[src/logic/sfp_params.svh]
// constants of the serial flash status and protection block
// Overview of operation
// (RQ1) accept spi clock mode 0 and mode 3
// (RQ2) sample input rising edge, shift output falling
// (RQ3) pages 256, sectors 4k, blocks 64k
// (RQ4) contiguous map, top 07ffffh or 03ffffh
// (RQ5) write permit command sets latch, reads 1
// (RQ6) latch clears: reset, revoke, cycle completion
// (RQ7) latch clear refuses status write, program, erase
// (RQ8) protect level guards region against program, erase
// (RQ9) lock bit set rejects status writes
// (RQ10) eight-block protect level decode
// (RQ11) four-block protect level decode
// (RQ12) status byte bit layout
// (RQ13) busy flag high during internal cycles
// (RQ14) four signals: clock, select, in, out
// (RQ15) one-byte opcode opens every transaction
// (RQ16) writes need whole bytes before select rises
// (RQ17) whole-array erase ignored when protect nonzero
// (RQ18) msb first, first bit on first rise
// (RQ19) reserved status bits read zero
// (RQ20) undocumented four-block codes protect everything
`ifndef SFP_PARAMS_SVH
`define SFP_PARAMS_SVH

// opcodes
`define SFP_OP_PERMIT   8'h06
`define SFP_OP_REVOKE   8'h04
`define SFP_OP_STW      8'h01
`define SFP_OP_RDSR     8'h05
`define SFP_OP_PROG     8'h02
`define SFP_OP_SECT     8'h20
`define SFP_OP_BLK      8'hd8
`define SFP_OP_CHIP_A   8'h60
`define SFP_OP_CHIP_B   8'hc7

// status byte fields
`define SFP_S_LOCK      7
`define SFP_S_BP_HI     4
`define SFP_S_BP_LO     2
`define SFP_S_WEL       1
`define SFP_S_BUSY      0

// delivery values of the nonvolatile bits
`define SFP_RST_LOCK    1'b0
`define SFP_RST_BP      3'h0

// geometry: 4k sectors, 64k blocks, block index lsb
`define SFP_SECT_MASK   24'hfff000
`define SFP_BLK_MASK    24'hff0000
`define SFP_BLK_LSB     16
`define SFP_TOP_BIG     24'h07ffff
`define SFP_TOP_SMALL   24'h03ffff

// byte counter limits
`define SFP_BYTES_ADDR  3'h4
`define SFP_BYTES_MAX   3'h7

// clock rate and internal cycle times
`define SFP_MCLK_MHZ    125
`define SFP_T_PROG_US   2000
`define SFP_T_SECT_US   180000
`define SFP_T_BLK_US    800000
`define SFP_T_CHIPB_US  6000000
`define SFP_T_CHIPS_US  3000000
`define SFP_T_STW_US    10000

`endif

[src/logic/sfp_pkg.sv]
// types of the serial flash status and protection block
`default_nettype none
package sfp_pkg;
	// internal cycle sequencer
	typedef enum logic {bs_idle, bs_run} sfp_busy_t;
	// kind of internal cycle started
	typedef enum logic [2:0] {
		op_stw, op_prog, op_sect, op_blk, op_chip
	} sfp_op_t;
endpackage
`default_nettype wire

[src/logic/sfp_pin_sync.sv]
// two-stage synchroniser for the spi pins
`default_nettype none
module sfp_pin_sync #(
	parameter logic [2:0] RST_VAL = 3'h0
) (
	input  wire logic       mclk,
	input  wire logic       rst_b,
	input  wire logic [2:0] d,
	output logic      [2:0] q
);
	logic [2:0] meta;       // first stage, read only by q
	logic [2:0] next_meta;
	logic [2:0] next_q;

	// next values: plain shift
	always_comb begin
		next_meta = d;
		next_q    = meta;
	end

	// both stages per bit
	always_ff @(posedge mclk or negedge rst_b) begin
		if (!rst_b) begin
			meta <= RST_VAL;
			q    <= RST_VAL;
		end else begin
			meta <= next_meta;
			q    <= next_q;
		end
	end
endmodule
`default_nettype wire

[src/logic/sfp_top.sv]
// spi front end, status byte and write protection of the serial flash
`include "sfp_params.svh"
`default_nettype none
module sfp_top #(
	parameter logic        BIG_PART = 1'b1,
	parameter logic [31:0] PROG_CYC = `SFP_T_PROG_US * `SFP_MCLK_MHZ,
	parameter logic [31:0] SECT_CYC = `SFP_T_SECT_US * `SFP_MCLK_MHZ,
	parameter logic [31:0] BLK_CYC  = `SFP_T_BLK_US * `SFP_MCLK_MHZ,
	parameter logic [31:0] CHIPB_CYC = `SFP_T_CHIPB_US * `SFP_MCLK_MHZ,
	parameter logic [31:0] CHIPS_CYC = `SFP_T_CHIPS_US * `SFP_MCLK_MHZ,
	parameter logic [31:0] STW_CYC  = `SFP_T_STW_US * `SFP_MCLK_MHZ
) (
	input  wire logic       mclk,
	input  wire logic       rst_b,
	input  wire logic       sclk,
	input  wire logic       cs_b,
	input  wire logic       si,
	output logic            so,
	output logic            so_oe,
	output logic            op_go,
	output sfp_pkg::sfp_op_t op_kind,
	output logic [23:0]     op_addr,
	output logic [7:0]      prog_byte,
	output logic            prog_byte_valid,
	output logic [7:0]      status
);
	logic [2:0]  pins_s;     // synced sclk, cs_b, si
	logic        sclk_s;
	logic        cs_s;
	logic        si_s;
	logic        sclk_d;     // previous synced clock
	logic        cs_d;       // previous synced select
	logic [2:0]  bit_cnt;
	logic [2:0]  byte_cnt;   // saturates, enough to tell lengths
	logic [7:0]  sh_in;
	logic [7:0]  opcode;
	logic [23:0] addr;
	logic [7:0]  data_b;     // first byte after opcode
	logic [7:0]  so_sh;
	logic        lock;       // status_lock_bit
	logic [2:0]  bp;         // protect_level_top..low
	logic        write_permit_latch;        // write_permit_latch
	sfp_pkg::sfp_busy_t bstate;
	logic [31:0] bcnt;
	logic        sclk_rise;
	logic        sclk_fall;
	logic        cs_start;
	logic        cs_end;
	logic        busy;       // busy_flag
	logic [7:0]  byte_in;
	logic [23:0] am;         // address folded into the part
	logic [31:0] chip_cyc;

	logic        next_sclk_d, next_cs_d, next_lock, next_wel;
	logic [2:0]  next_bit_cnt, next_byte_cnt, next_bp;
	logic [7:0]  next_sh_in, next_opcode, next_data_b, next_so_sh;
	logic [23:0] next_addr, next_op_addr;
	logic [31:0] next_bcnt;
	logic [7:0]  next_prog_byte;
	logic        next_prog_byte_valid, next_op_go;
	sfp_pkg::sfp_busy_t next_bstate;
	sfp_pkg::sfp_op_t   next_op_kind;

	// is the block holding address a covered by protect level lv
	function automatic logic blk_protected(input logic [23:0] a,
		input logic [2:0] lv, input logic big);
		logic [2:0] b;
		b = a[`SFP_BLK_LSB +: 3];
		if (big) begin
			unique case (lv) // [RQ10]
				3'h0: blk_protected = 1'b0;
				3'h1: blk_protected = (b == 3'h7);
				3'h2: blk_protected = (b >= 3'h6);
				3'h3: blk_protected = (b >= 3'h4);
				default: blk_protected = 1'b1;
			endcase
		end else begin
			unique case (lv) // [RQ11]
				3'h0: blk_protected = 1'b0;
				3'h1: blk_protected = (b[1:0] == 2'h3);
				3'h2: blk_protected = (b[1:0] >= 2'h2);
				default: blk_protected = 1'b1; // [RQ20]
			endcase
		end
	endfunction

	// pins come from the host's domain
	sfp_pin_sync #(
		.RST_VAL (3'h2)
	) u_sync (
		.mclk  (mclk),
		.rst_b (rst_b),
		.d     ({sclk, cs_b, si}),
		.q     (pins_s)
	);

	// edge finding; both idle levels of sclk work the same [RQ1]
	assign sclk_s    = pins_s[2];
	assign cs_s      = pins_s[1];
	assign si_s      = pins_s[0];
	assign sclk_rise = sclk_s & ~sclk_d & ~cs_s;
	assign sclk_fall = ~sclk_s & sclk_d & ~cs_s;
	assign cs_start  = cs_d & ~cs_s;
	assign cs_end    = ~cs_d & cs_s;
	assign busy      = (bstate == sfp_pkg::bs_run); // [RQ13]
	assign byte_in   = {sh_in[6:0], si_s}; // msb first [RQ18]
	assign am        = addr & (BIG_PART ? `SFP_TOP_BIG
		: `SFP_TOP_SMALL); // [RQ4]
	assign chip_cyc  = BIG_PART ? CHIPB_CYC : CHIPS_CYC;
	// reserved bits tied low [RQ19]
	assign status    = {lock, 2'b00, bp, write_permit_latch, busy}; // [RQ12]
	assign so        = so_sh[7];
	assign so_oe     = ~cs_s; // [RQ14]

	// next state of the whole block
	always_comb begin
		next_sclk_d   = sclk_s;
		next_cs_d     = cs_s;
		next_bit_cnt  = bit_cnt;
		next_byte_cnt = byte_cnt;
		next_sh_in    = sh_in;
		next_opcode   = opcode;
		next_addr     = addr;
		next_data_b   = data_b;
		next_so_sh    = so_sh;
		next_lock     = lock;
		next_bp       = bp;
		next_wel      = write_permit_latch;
		next_bstate   = bstate;
		next_bcnt     = bcnt;
		next_op_go    = 1'b0;
		next_op_kind  = op_kind;
		next_op_addr  = op_addr;
		next_prog_byte       = prog_byte;
		next_prog_byte_valid = 1'b0;
		// new frame: counting restarts at the opcode [RQ15]
		if (cs_start) begin
			next_bit_cnt  = 3'h0;
			next_byte_cnt = 3'h0;
		end
		// input bits on rising edges [RQ2]
		if (sclk_rise) begin
			next_sh_in   = byte_in;
			next_bit_cnt = bit_cnt + 3'h1;
			if (bit_cnt == 3'h7) begin
				if (byte_cnt != `SFP_BYTES_MAX)
					next_byte_cnt = byte_cnt + 3'h1;
				if (byte_cnt == 3'h0)
					next_opcode = byte_in; // [RQ15]
				if (byte_cnt == 3'h1)
					next_data_b = byte_in;
				if (byte_cnt != 3'h0 && byte_cnt < `SFP_BYTES_ADDR)
					next_addr = {addr[15:0], byte_in};
				// page data passes out while latch set and idle, protected block or not
				if (byte_cnt >= `SFP_BYTES_ADDR && write_permit_latch && !busy &&
					opcode == `SFP_OP_PROG) begin
					next_prog_byte       = byte_in;
					next_prog_byte_valid = 1'b1;
				end
			end
		end
		// output bits on falling edges, status reloaded per byte [RQ2]
		if (sclk_fall) begin
			if (bit_cnt == 3'h0 && byte_cnt != 3'h0 &&
				opcode == `SFP_OP_RDSR)
				next_so_sh = status;
			else
				next_so_sh = {so_sh[6:0], 1'b0};
		end
		// internal cycle timer
		unique case (bstate)
			sfp_pkg::bs_idle: begin
				// frames ending mid-byte do nothing [RQ16]
				if (cs_end && bit_cnt == 3'h0 && byte_cnt != 3'h0) begin
					case (opcode)
						`SFP_OP_PERMIT: begin
							if (byte_cnt == 3'h1)
								next_wel = 1'b1; // [RQ5]
						end
						`SFP_OP_REVOKE: begin
							if (byte_cnt == 3'h1)
								next_wel = 1'b0; // [RQ6]
						end
						`SFP_OP_STW: begin
							// locked or unpermitted writes dropped [RQ7] [RQ9]
							if (write_permit_latch && !lock && byte_cnt == 3'h2) begin
								next_lock    = data_b[`SFP_S_LOCK];
								next_bp      = data_b[`SFP_S_BP_HI:`SFP_S_BP_LO];
								next_op_kind = sfp_pkg::op_stw;
								next_bcnt    = STW_CYC - 32'h1;
								next_bstate  = sfp_pkg::bs_run;
								next_op_go   = 1'b1;
							end
						end
						`SFP_OP_PROG: begin
							if (write_permit_latch && byte_cnt > `SFP_BYTES_ADDR &&
								!blk_protected(am, bp, BIG_PART)) begin // [RQ7] [RQ8]
								next_op_kind = sfp_pkg::op_prog;
								next_op_addr = am;
								next_bcnt    = PROG_CYC - 32'h1;
								next_bstate  = sfp_pkg::bs_run;
								next_op_go   = 1'b1;
							end
						end
						`SFP_OP_SECT: begin
							if (write_permit_latch && byte_cnt == `SFP_BYTES_ADDR &&
								!blk_protected(am, bp, BIG_PART)) begin // [RQ8]
								next_op_kind = sfp_pkg::op_sect;
								next_op_addr = am & `SFP_SECT_MASK; // [RQ3]
								next_bcnt    = SECT_CYC - 32'h1;
								next_bstate  = sfp_pkg::bs_run;
								next_op_go   = 1'b1;
							end
						end
						`SFP_OP_BLK: begin
							if (write_permit_latch && byte_cnt == `SFP_BYTES_ADDR &&
								!blk_protected(am, bp, BIG_PART)) begin // [RQ8]
								next_op_kind = sfp_pkg::op_blk;
								next_op_addr = am & `SFP_BLK_MASK; // [RQ3]
								next_bcnt    = BLK_CYC - 32'h1;
								next_bstate  = sfp_pkg::bs_run;
								next_op_go   = 1'b1;
							end
						end
						`SFP_OP_CHIP_A, `SFP_OP_CHIP_B: begin
							if (write_permit_latch && byte_cnt == 3'h1 && bp == 3'h0) begin // [RQ17]
								next_op_kind = sfp_pkg::op_chip;
								next_op_addr = 24'h000000;
								next_bcnt    = chip_cyc - 32'h1;
								next_bstate  = sfp_pkg::bs_run;
								next_op_go   = 1'b1;
							end
						end
						default: ;
					endcase
				end
			end
			sfp_pkg::bs_run: begin
				// commands other than status read are dropped until idle
				if (bcnt == 32'h0) begin
					next_bstate = sfp_pkg::bs_idle;
					next_wel    = 1'b0; // [RQ6]
				end else begin
					next_bcnt = bcnt - 32'h1;
				end
			end
		endcase
	end

	// registers; lock and protect level start at delivery values
	always_ff @(posedge mclk or negedge rst_b) begin
		if (!rst_b) begin
			sclk_d   <= 1'b0;
			cs_d     <= 1'b1;
			bit_cnt  <= 3'h0;
			byte_cnt <= 3'h0;
			sh_in    <= 8'h00;
			opcode   <= 8'h00;
			addr     <= 24'h000000;
			data_b   <= 8'h00;
			so_sh    <= 8'h00;
			lock     <= `SFP_RST_LOCK;
			bp       <= `SFP_RST_BP;
			write_permit_latch      <= 1'b0; // power-up clears [RQ6]
			bstate   <= sfp_pkg::bs_idle;
			bcnt     <= 32'h0;
			op_go    <= 1'b0;
			op_kind  <= sfp_pkg::op_stw;
			op_addr  <= 24'h000000;
			prog_byte       <= 8'h00;
			prog_byte_valid <= 1'b0;
		end else begin
			sclk_d   <= next_sclk_d;
			cs_d     <= next_cs_d;
			bit_cnt  <= next_bit_cnt;
			byte_cnt <= next_byte_cnt;
			sh_in    <= next_sh_in;
			opcode   <= next_opcode;
			addr     <= next_addr;
			data_b   <= next_data_b;
			so_sh    <= next_so_sh;
			lock     <= next_lock;
			bp       <= next_bp;
			write_permit_latch      <= next_wel;
			bstate   <= next_bstate;
			bcnt     <= next_bcnt;
			op_go    <= next_op_go;
			op_kind  <= next_op_kind;
			op_addr  <= next_op_addr;
			prog_byte       <= next_prog_byte;
			prog_byte_valid <= next_prog_byte_valid;
		end
	end
endmodule
`default_nettype wire

[config.mk]
export PLATFORM = sky130hd
export DESIGN_NAME = sfp_top
export DESIGN_NICKNAME = d
export VERILOG_FILES = /design/src/logic/sfp_pkg.sv /design/src/logic/sfp_pin_sync.sv /design/src/logic/sfp_top.sv
export VERILOG_INCLUDE_DIRS = /design/src /design/src/logic
export SDC_FILE = /design/constraint.sdc
export NUM_CORES = 1
export LEC_CHECK = 0
export BUFFER_PORTS_ARGS = -buffer_cell sky130_fd_sc_hd__clkbuf_2
export CORE_UTILIZATION = 35
export CTS_BUF_LIST = sky130_fd_sc_hd__clkbuf_4 sky130_fd_sc_hd__clkbuf_8
export DETAILED_ROUTE_END_ITERATION = 8
export GPL_TIMING_DRIVEN = 1
export PLACE_DENSITY = 0.61
export SLEW_MARGIN = 20
export SYNTH_ARGS = -nofsm -noshare
export SYNTH_HDL_FRONTEND = slang
export SYNTH_HIERARCHICAL = 1
export SYNTH_SLANG_ARGS = --single-unit
[constraint.sdc]
create_clock -name mclk -period 3.4 [get_ports mclk]
set_input_delay 0.34 -clock mclk [delete_from_list [all_inputs] [get_ports mclk]]
set_output_delay 0.34 -clock mclk [all_outputs]
set_load 0.01 [all_outputs]
==> results_tabular.tex <==
\begin{tabular}{lr}
\hline
Metric & Value \\
\hline
\multicolumn{2}{l}{\textbf{Die}} \\
\quad Initial Utilization & 36.2\% \\
\quad Die Area & 19,400 sq um \\
\quad Floorplan row count & 49 \\
\quad Die Ht & 139 um \\
\quad Die width & 139 um \\
\quad Placeable core region & 18,200 sq um \\
\quad Top-level port count & 52 \\
\multicolumn{2}{l}{\textbf{Finish}} \\
\quad Total Nets Final & 687 \\
\quad Relative area change from synthesis to final layout & 14.6\% \\
\quad FF/Latch Area & 3260 sq um \\
\quad Most frequent standard cell in the layout excluding fill and tap cells & sky130\_fd\_sc\_hd\_\_dfrtp\_1 \\
\quad Share of layout cells above drive strength 1 & 25.1\% \\
\quad Multi-input logic area & 3000 sq um \\
\quad Antenna diode instance count & 0 \\
\quad Post-layout utilization of the core & 41.4\% \\
\quad Fill cell count & 1,736 \\
\quad Commonest non-fill, non-tap cells in the layout & sky130\_fd\_sc\_hd\_\_dfrtp\_1 (127), sky130\_fd\_sc\_hd\_\_nand2\_1 (65), sky130\_fd\_sc\_hd\_\_mux2\_2 (49) \\
\quad Final instance area & 7550 sq um \\
\multicolumn{2}{l}{\textbf{Route}} \\
\quad First-pass DRT Iterations & 7 \\
\quad Number of design rule violations left after detail routing & 2 \\
\quad Drt wl/cell & 16.9 um \\
\quad Total length of routed wires & 15,500 um \\
\quad Vias & 4,959 \\
\quad Number of violations reported at the end of detailed-routing iteration 0 & 305 \\
\quad Number of nets with antenna violations after detailed routing & 0 \\
\quad Via density per instance & 5.43 \\
\multicolumn{2}{l}{\textbf{Logic synthesis}} \\
\quad Ys async rst share & 100\% \\
\quad Portion of synthesized cell area occupied by the leading cell type & 48.3\% \\
\quad Number of synthesized register bits & 130 \\
\quad Cell type with the highest aggregate area in the netlist & sky130\_fd\_sc\_hd\_\_dfrtp\_1 \\
\quad Largest family of logic cells by synthesized area & simple AND/OR/NAND/NOR gates \\
\quad Synth top area cells & sky130\_fd\_sc\_hd\_\_dfrtp\_1 (48\%), sky130\_fd\_sc\_hd\_\_mux2\_2 (8.4\%), sky130\_fd\_sc\_hd\_\_mux2i\_1 (5.2\%) \\
\quad Syn Area/Cell & 10.7 sq um \\
\quad Distinct cell type count after synthesis & 76 \\
\quad Share of synthesized cell area in full adder, half adder and majority cells & 1.90\% \\
\quad Share of synthesized cell area in and, or, nand and nor gates & 15.7\% \\
\quad Mapped cell area & 6590 sq um \\
\quad Sequential area share after synthesis & 49.4\% \\
\quad Area share of xor/xnor cells in the synthesized design & 0\% \\
\quad Prevailing post-synth register cell & sky130\_fd\_sc\_hd\_\_dfrtp\_1 \\
\quad Synth Warn \# & 6 \\
\quad Gate count after technology mapping & 614 \\
\quad Multiplexer share of the synthesized area & 13.5\% \\
\quad Number of enable-type register cells in the synthesized netlist & 0 \\
\quad Compound-cell area share of the yosys netlist & 13.9\% \\
\multicolumn{2}{l}{\textbf{Pwr}} \\
\quad Switching component of the power & 0.000832 W \\
\quad Clock power share & 43.0\% \\
\quad Switching share of total power & 26.0\% \\
\quad Total power per unit cell area & 423 nW/um\^{}2 \\
\quad Combinational share of power & 4.3\% \\
\quad Max VDD drop & 0.347 mV \\
\quad Internal Dissipation & 0.00236 W \\
\quad Leakage power & 3.75 nW \\
\quad Total power after layout & 0.00319 W \\
\quad Reg power frac & 52.7\% \\
\multicolumn{2}{l}{\textbf{Timing}} \\
\quad Final setup skew & 0.0129 ns \\
\quad Final setup viols & 0 \\
\quad Final hold violations & 0 \\
\quad Final-layout worst hold slack & 0.352 ns \\
\quad Post-Route Setup TNS & 0 ns \\
\quad Relative max-transition margin & 35.3\% \\
\quad Time the worst path needs with I/O delays and setup & 2.92 ns \\
\quad Number of max-slew violations in the final report & 0 \\
\quad Maximum clock frequency & 0.342 GHz \\
\quad Worst-Margin Slew & 0.963 ns \\
\quad RSZ-0062 raised after global routing & no \\
\quad Tcrit/Tclk final & 86.0\% \\
\multicolumn{2}{l}{\textbf{Clock network}} \\
\quad TritonCTS clock tree & built \\
\quad Cells resized by post-CTS repair & 0 \\
\quad Maximum buffer depth of the clock tree & 2 \\
\quad Worst-path clk slew & 0.08 ns \\
\quad Number of sinks driven by the clock tree & 130 \\
\quad Cts bufs inserted & 17 \\
\quad Cell at the root of the clock tree & sky130\_fd\_sc\_hd\_\_clkbuf\_8 \\
\quad H-tree depth & 4 \\
\quad Source-to-sink clock delay at the later pin of the worst-skew pair & 0.46 ns \\
\multicolumn{2}{l}{\textbf{Status}} \\
\quad Violations in the final reports & design-rule violations \\
\quad Run status & complete, but fails checks \\
\multicolumn{2}{l}{\textbf{Setup path}} \\
\quad Capture point of the critical path & bcnt[3] \\
\quad Critical path arrival & 3.31 ns \\
\quad Critical Path RT & 3.79 ns \\
\quad Max FO, Critical Path & 27 \\
\quad Critical Path Source Type & register \\
\quad Terminus of the critical flop-to-flop path & bcnt[3] \\
\quad Type of element capturing the critical path & register \\
\quad Flop-to-flop setup slack & 0.48 ns \\
\quad Reg2Reg Depth & 9 \\
\quad Source of the critical timing path & byte\_cnt[0] \\
\quad R2R Path Start & byte\_cnt[0] \\
\quad Critical path class & reg -> reg \\
\multicolumn{2}{l}{\textbf{Worst hold path}} \\
\quad Worst min-delay path startpoint & u\_sync/meta[0] \\
\quad Type of the worst min-delay path & reg -> reg \\
\multicolumn{2}{l}{\textbf{Place}} \\
\quad Post-DP HPWL & 11,000 um \\
\quad Port Buffers & 44 \\
\quad GPL Wtd Cong & 0.885 \\
\quad Placement Cell Area & 7090 sq um \\
\multicolumn{2}{l}{\textbf{GRT}} \\
\quad Wire length of the first global-routing pass & 25,800 um \\
\quad GRT Residual Overflow & 0 \\
\quad Global routing usage summed across all routing layers & 16.9\% \\
\quad Antenna violations before repair & 0 \\
\quad Vias in the first global route & 4,935 \\
\quad Pin count of the biggest net entering global routing & 70 \\
\multicolumn{2}{l}{\textbf{Job}} \\
\quad Number of max-cap violations & 0 \\
\hline
\end{tabular}
[worst max-delay path, cell delays in order (launching register included)]
cell and delay [ns]:
sky130_fd_sc_hd__dfrtp_1 0.43, sky130_fd_sc_hd__inv_1 0.09, sky130_fd_sc_hd__ha_1 0.30, sky130_fd_sc_hd__nor2b_1 0.20, sky130_fd_sc_hd__nor3_2 0.38, sky130_fd_sc_hd__and4_1 0.48, sky130_fd_sc_hd__a211oi_4 0.05, sky130_fd_sc_hd__buf_4 0.25
sky130_fd_sc_hd__a2111oi_2 0.44, sky130_fd_sc_hd__mux2i_1 0.22
[power by group through the flow]
| stage | sequential [W] | combinational [W] | clock (W) |
|---|---|---|---|
| 2_1_floorplan | 0.00168 | 0.0000847 | 0 |
| 3_3_place_gp | 0.00171 | 0.000129 | 0 |
| 3_5_place_dp | 0.00172 | 0.000138 | 0 |
| 4_1_cts | 0.00168 | 0.000142 | 0.00141 |
| 5_1_grt | 0.00170 | 0.000158 | 0.00147 |
| 6_report | 0.00168 | 0.000137 | 0.00137 |
[sequential cells by signal, indices dropped and copies added, names as in the netlist, 4 cells and up]
register and count:
sh_in 7, bcnt 32, data_b 4, so_sh 8, prog_byte 8, opcode 8, addr 19, op_addr 19
[synth_stat cells, types with 11 or more instances]
cell type and count:
sky130_fd_sc_hd__nor3_1 18, sky130_fd_sc_hd__clkbuf_1 13, sky130_fd_sc_hd__buf_4 11, sky130_fd_sc_hd__mux2i_1 34
sky130_fd_sc_hd__nor2_1 27, sky130_fd_sc_hd__o21ai_0 28, sky130_fd_sc_hd__nand2_1 65, sky130_fd_sc_hd__nand3_1 11
sky130_fd_sc_hd__a21oi_1 20, sky130_fd_sc_hd__dfrtp_1 127, sky130_fd_sc_hd__inv_1 39, sky130_fd_sc_hd__mux2_2 49
[through the flow]
stage / setup WS, ns / cells
floorplan: 0.820 / 620
global route: 0.209 / 914
finish: 0.477 / 914
CTS: 0.453 / 914
detailed placement: 0.489 / 878
global placement: 0.624 / 878
[how the worst min path moves through the flow]
stage | endpoint | slack (ns) | depth (start not counted)
after global routing | u_sync/q[1] | 0.36 | 0
after floorplan | addr[0] | 0.04 | 0
after global placement | u_sync/q[0] | 0.33 | 0
after detailed placement | u_sync/q[0] | 0.33 | 0
after CTS | u_sync/q[0] | 0.36 | 0
final | u_sync/q[0] | 0.35 | 0
[cell families after synthesis]
| group | Yosys count |
|---|---|
| AND/OR/NAND/NOR | 193 |
| flip-flops | 130 |
| AO/OA/AOI/OAI | 121 |
| multiplexers | 83 |
| buffers and inverters | 76 |
| adder cells (fa/ha/maj) | 10 |
| other | 1 |
[layer usage]
metal | vias up | global-route usage (%) | part of all wire, %
li1 | 2330 | - | -
met1 | 2486 | 22.1 | 45
met2 | 121 | 27.4 | 48
met3 | 22 | 3.42 | 4.4
met4 | 0 | 7.13 | 2.3
met5 | - | 0 | 0
[cell type report]
type	count	area share, %
sequential	130	43.2
inverter	40	1.99
clock inverter	14	2.20
timing repair buffer	69	5.79
multi-input combinational	414	39.8
tap	229	3.80
clock buffer	18	3.28
[timing repair]
action | 4_1_cts | 5_1_grt
hold buffers | 4 | 0
buffers inserted | 0 | 0
endpoints found under the hold margin | 68 | 0
No activity file was read; power rests on OpenSTA's default activity.
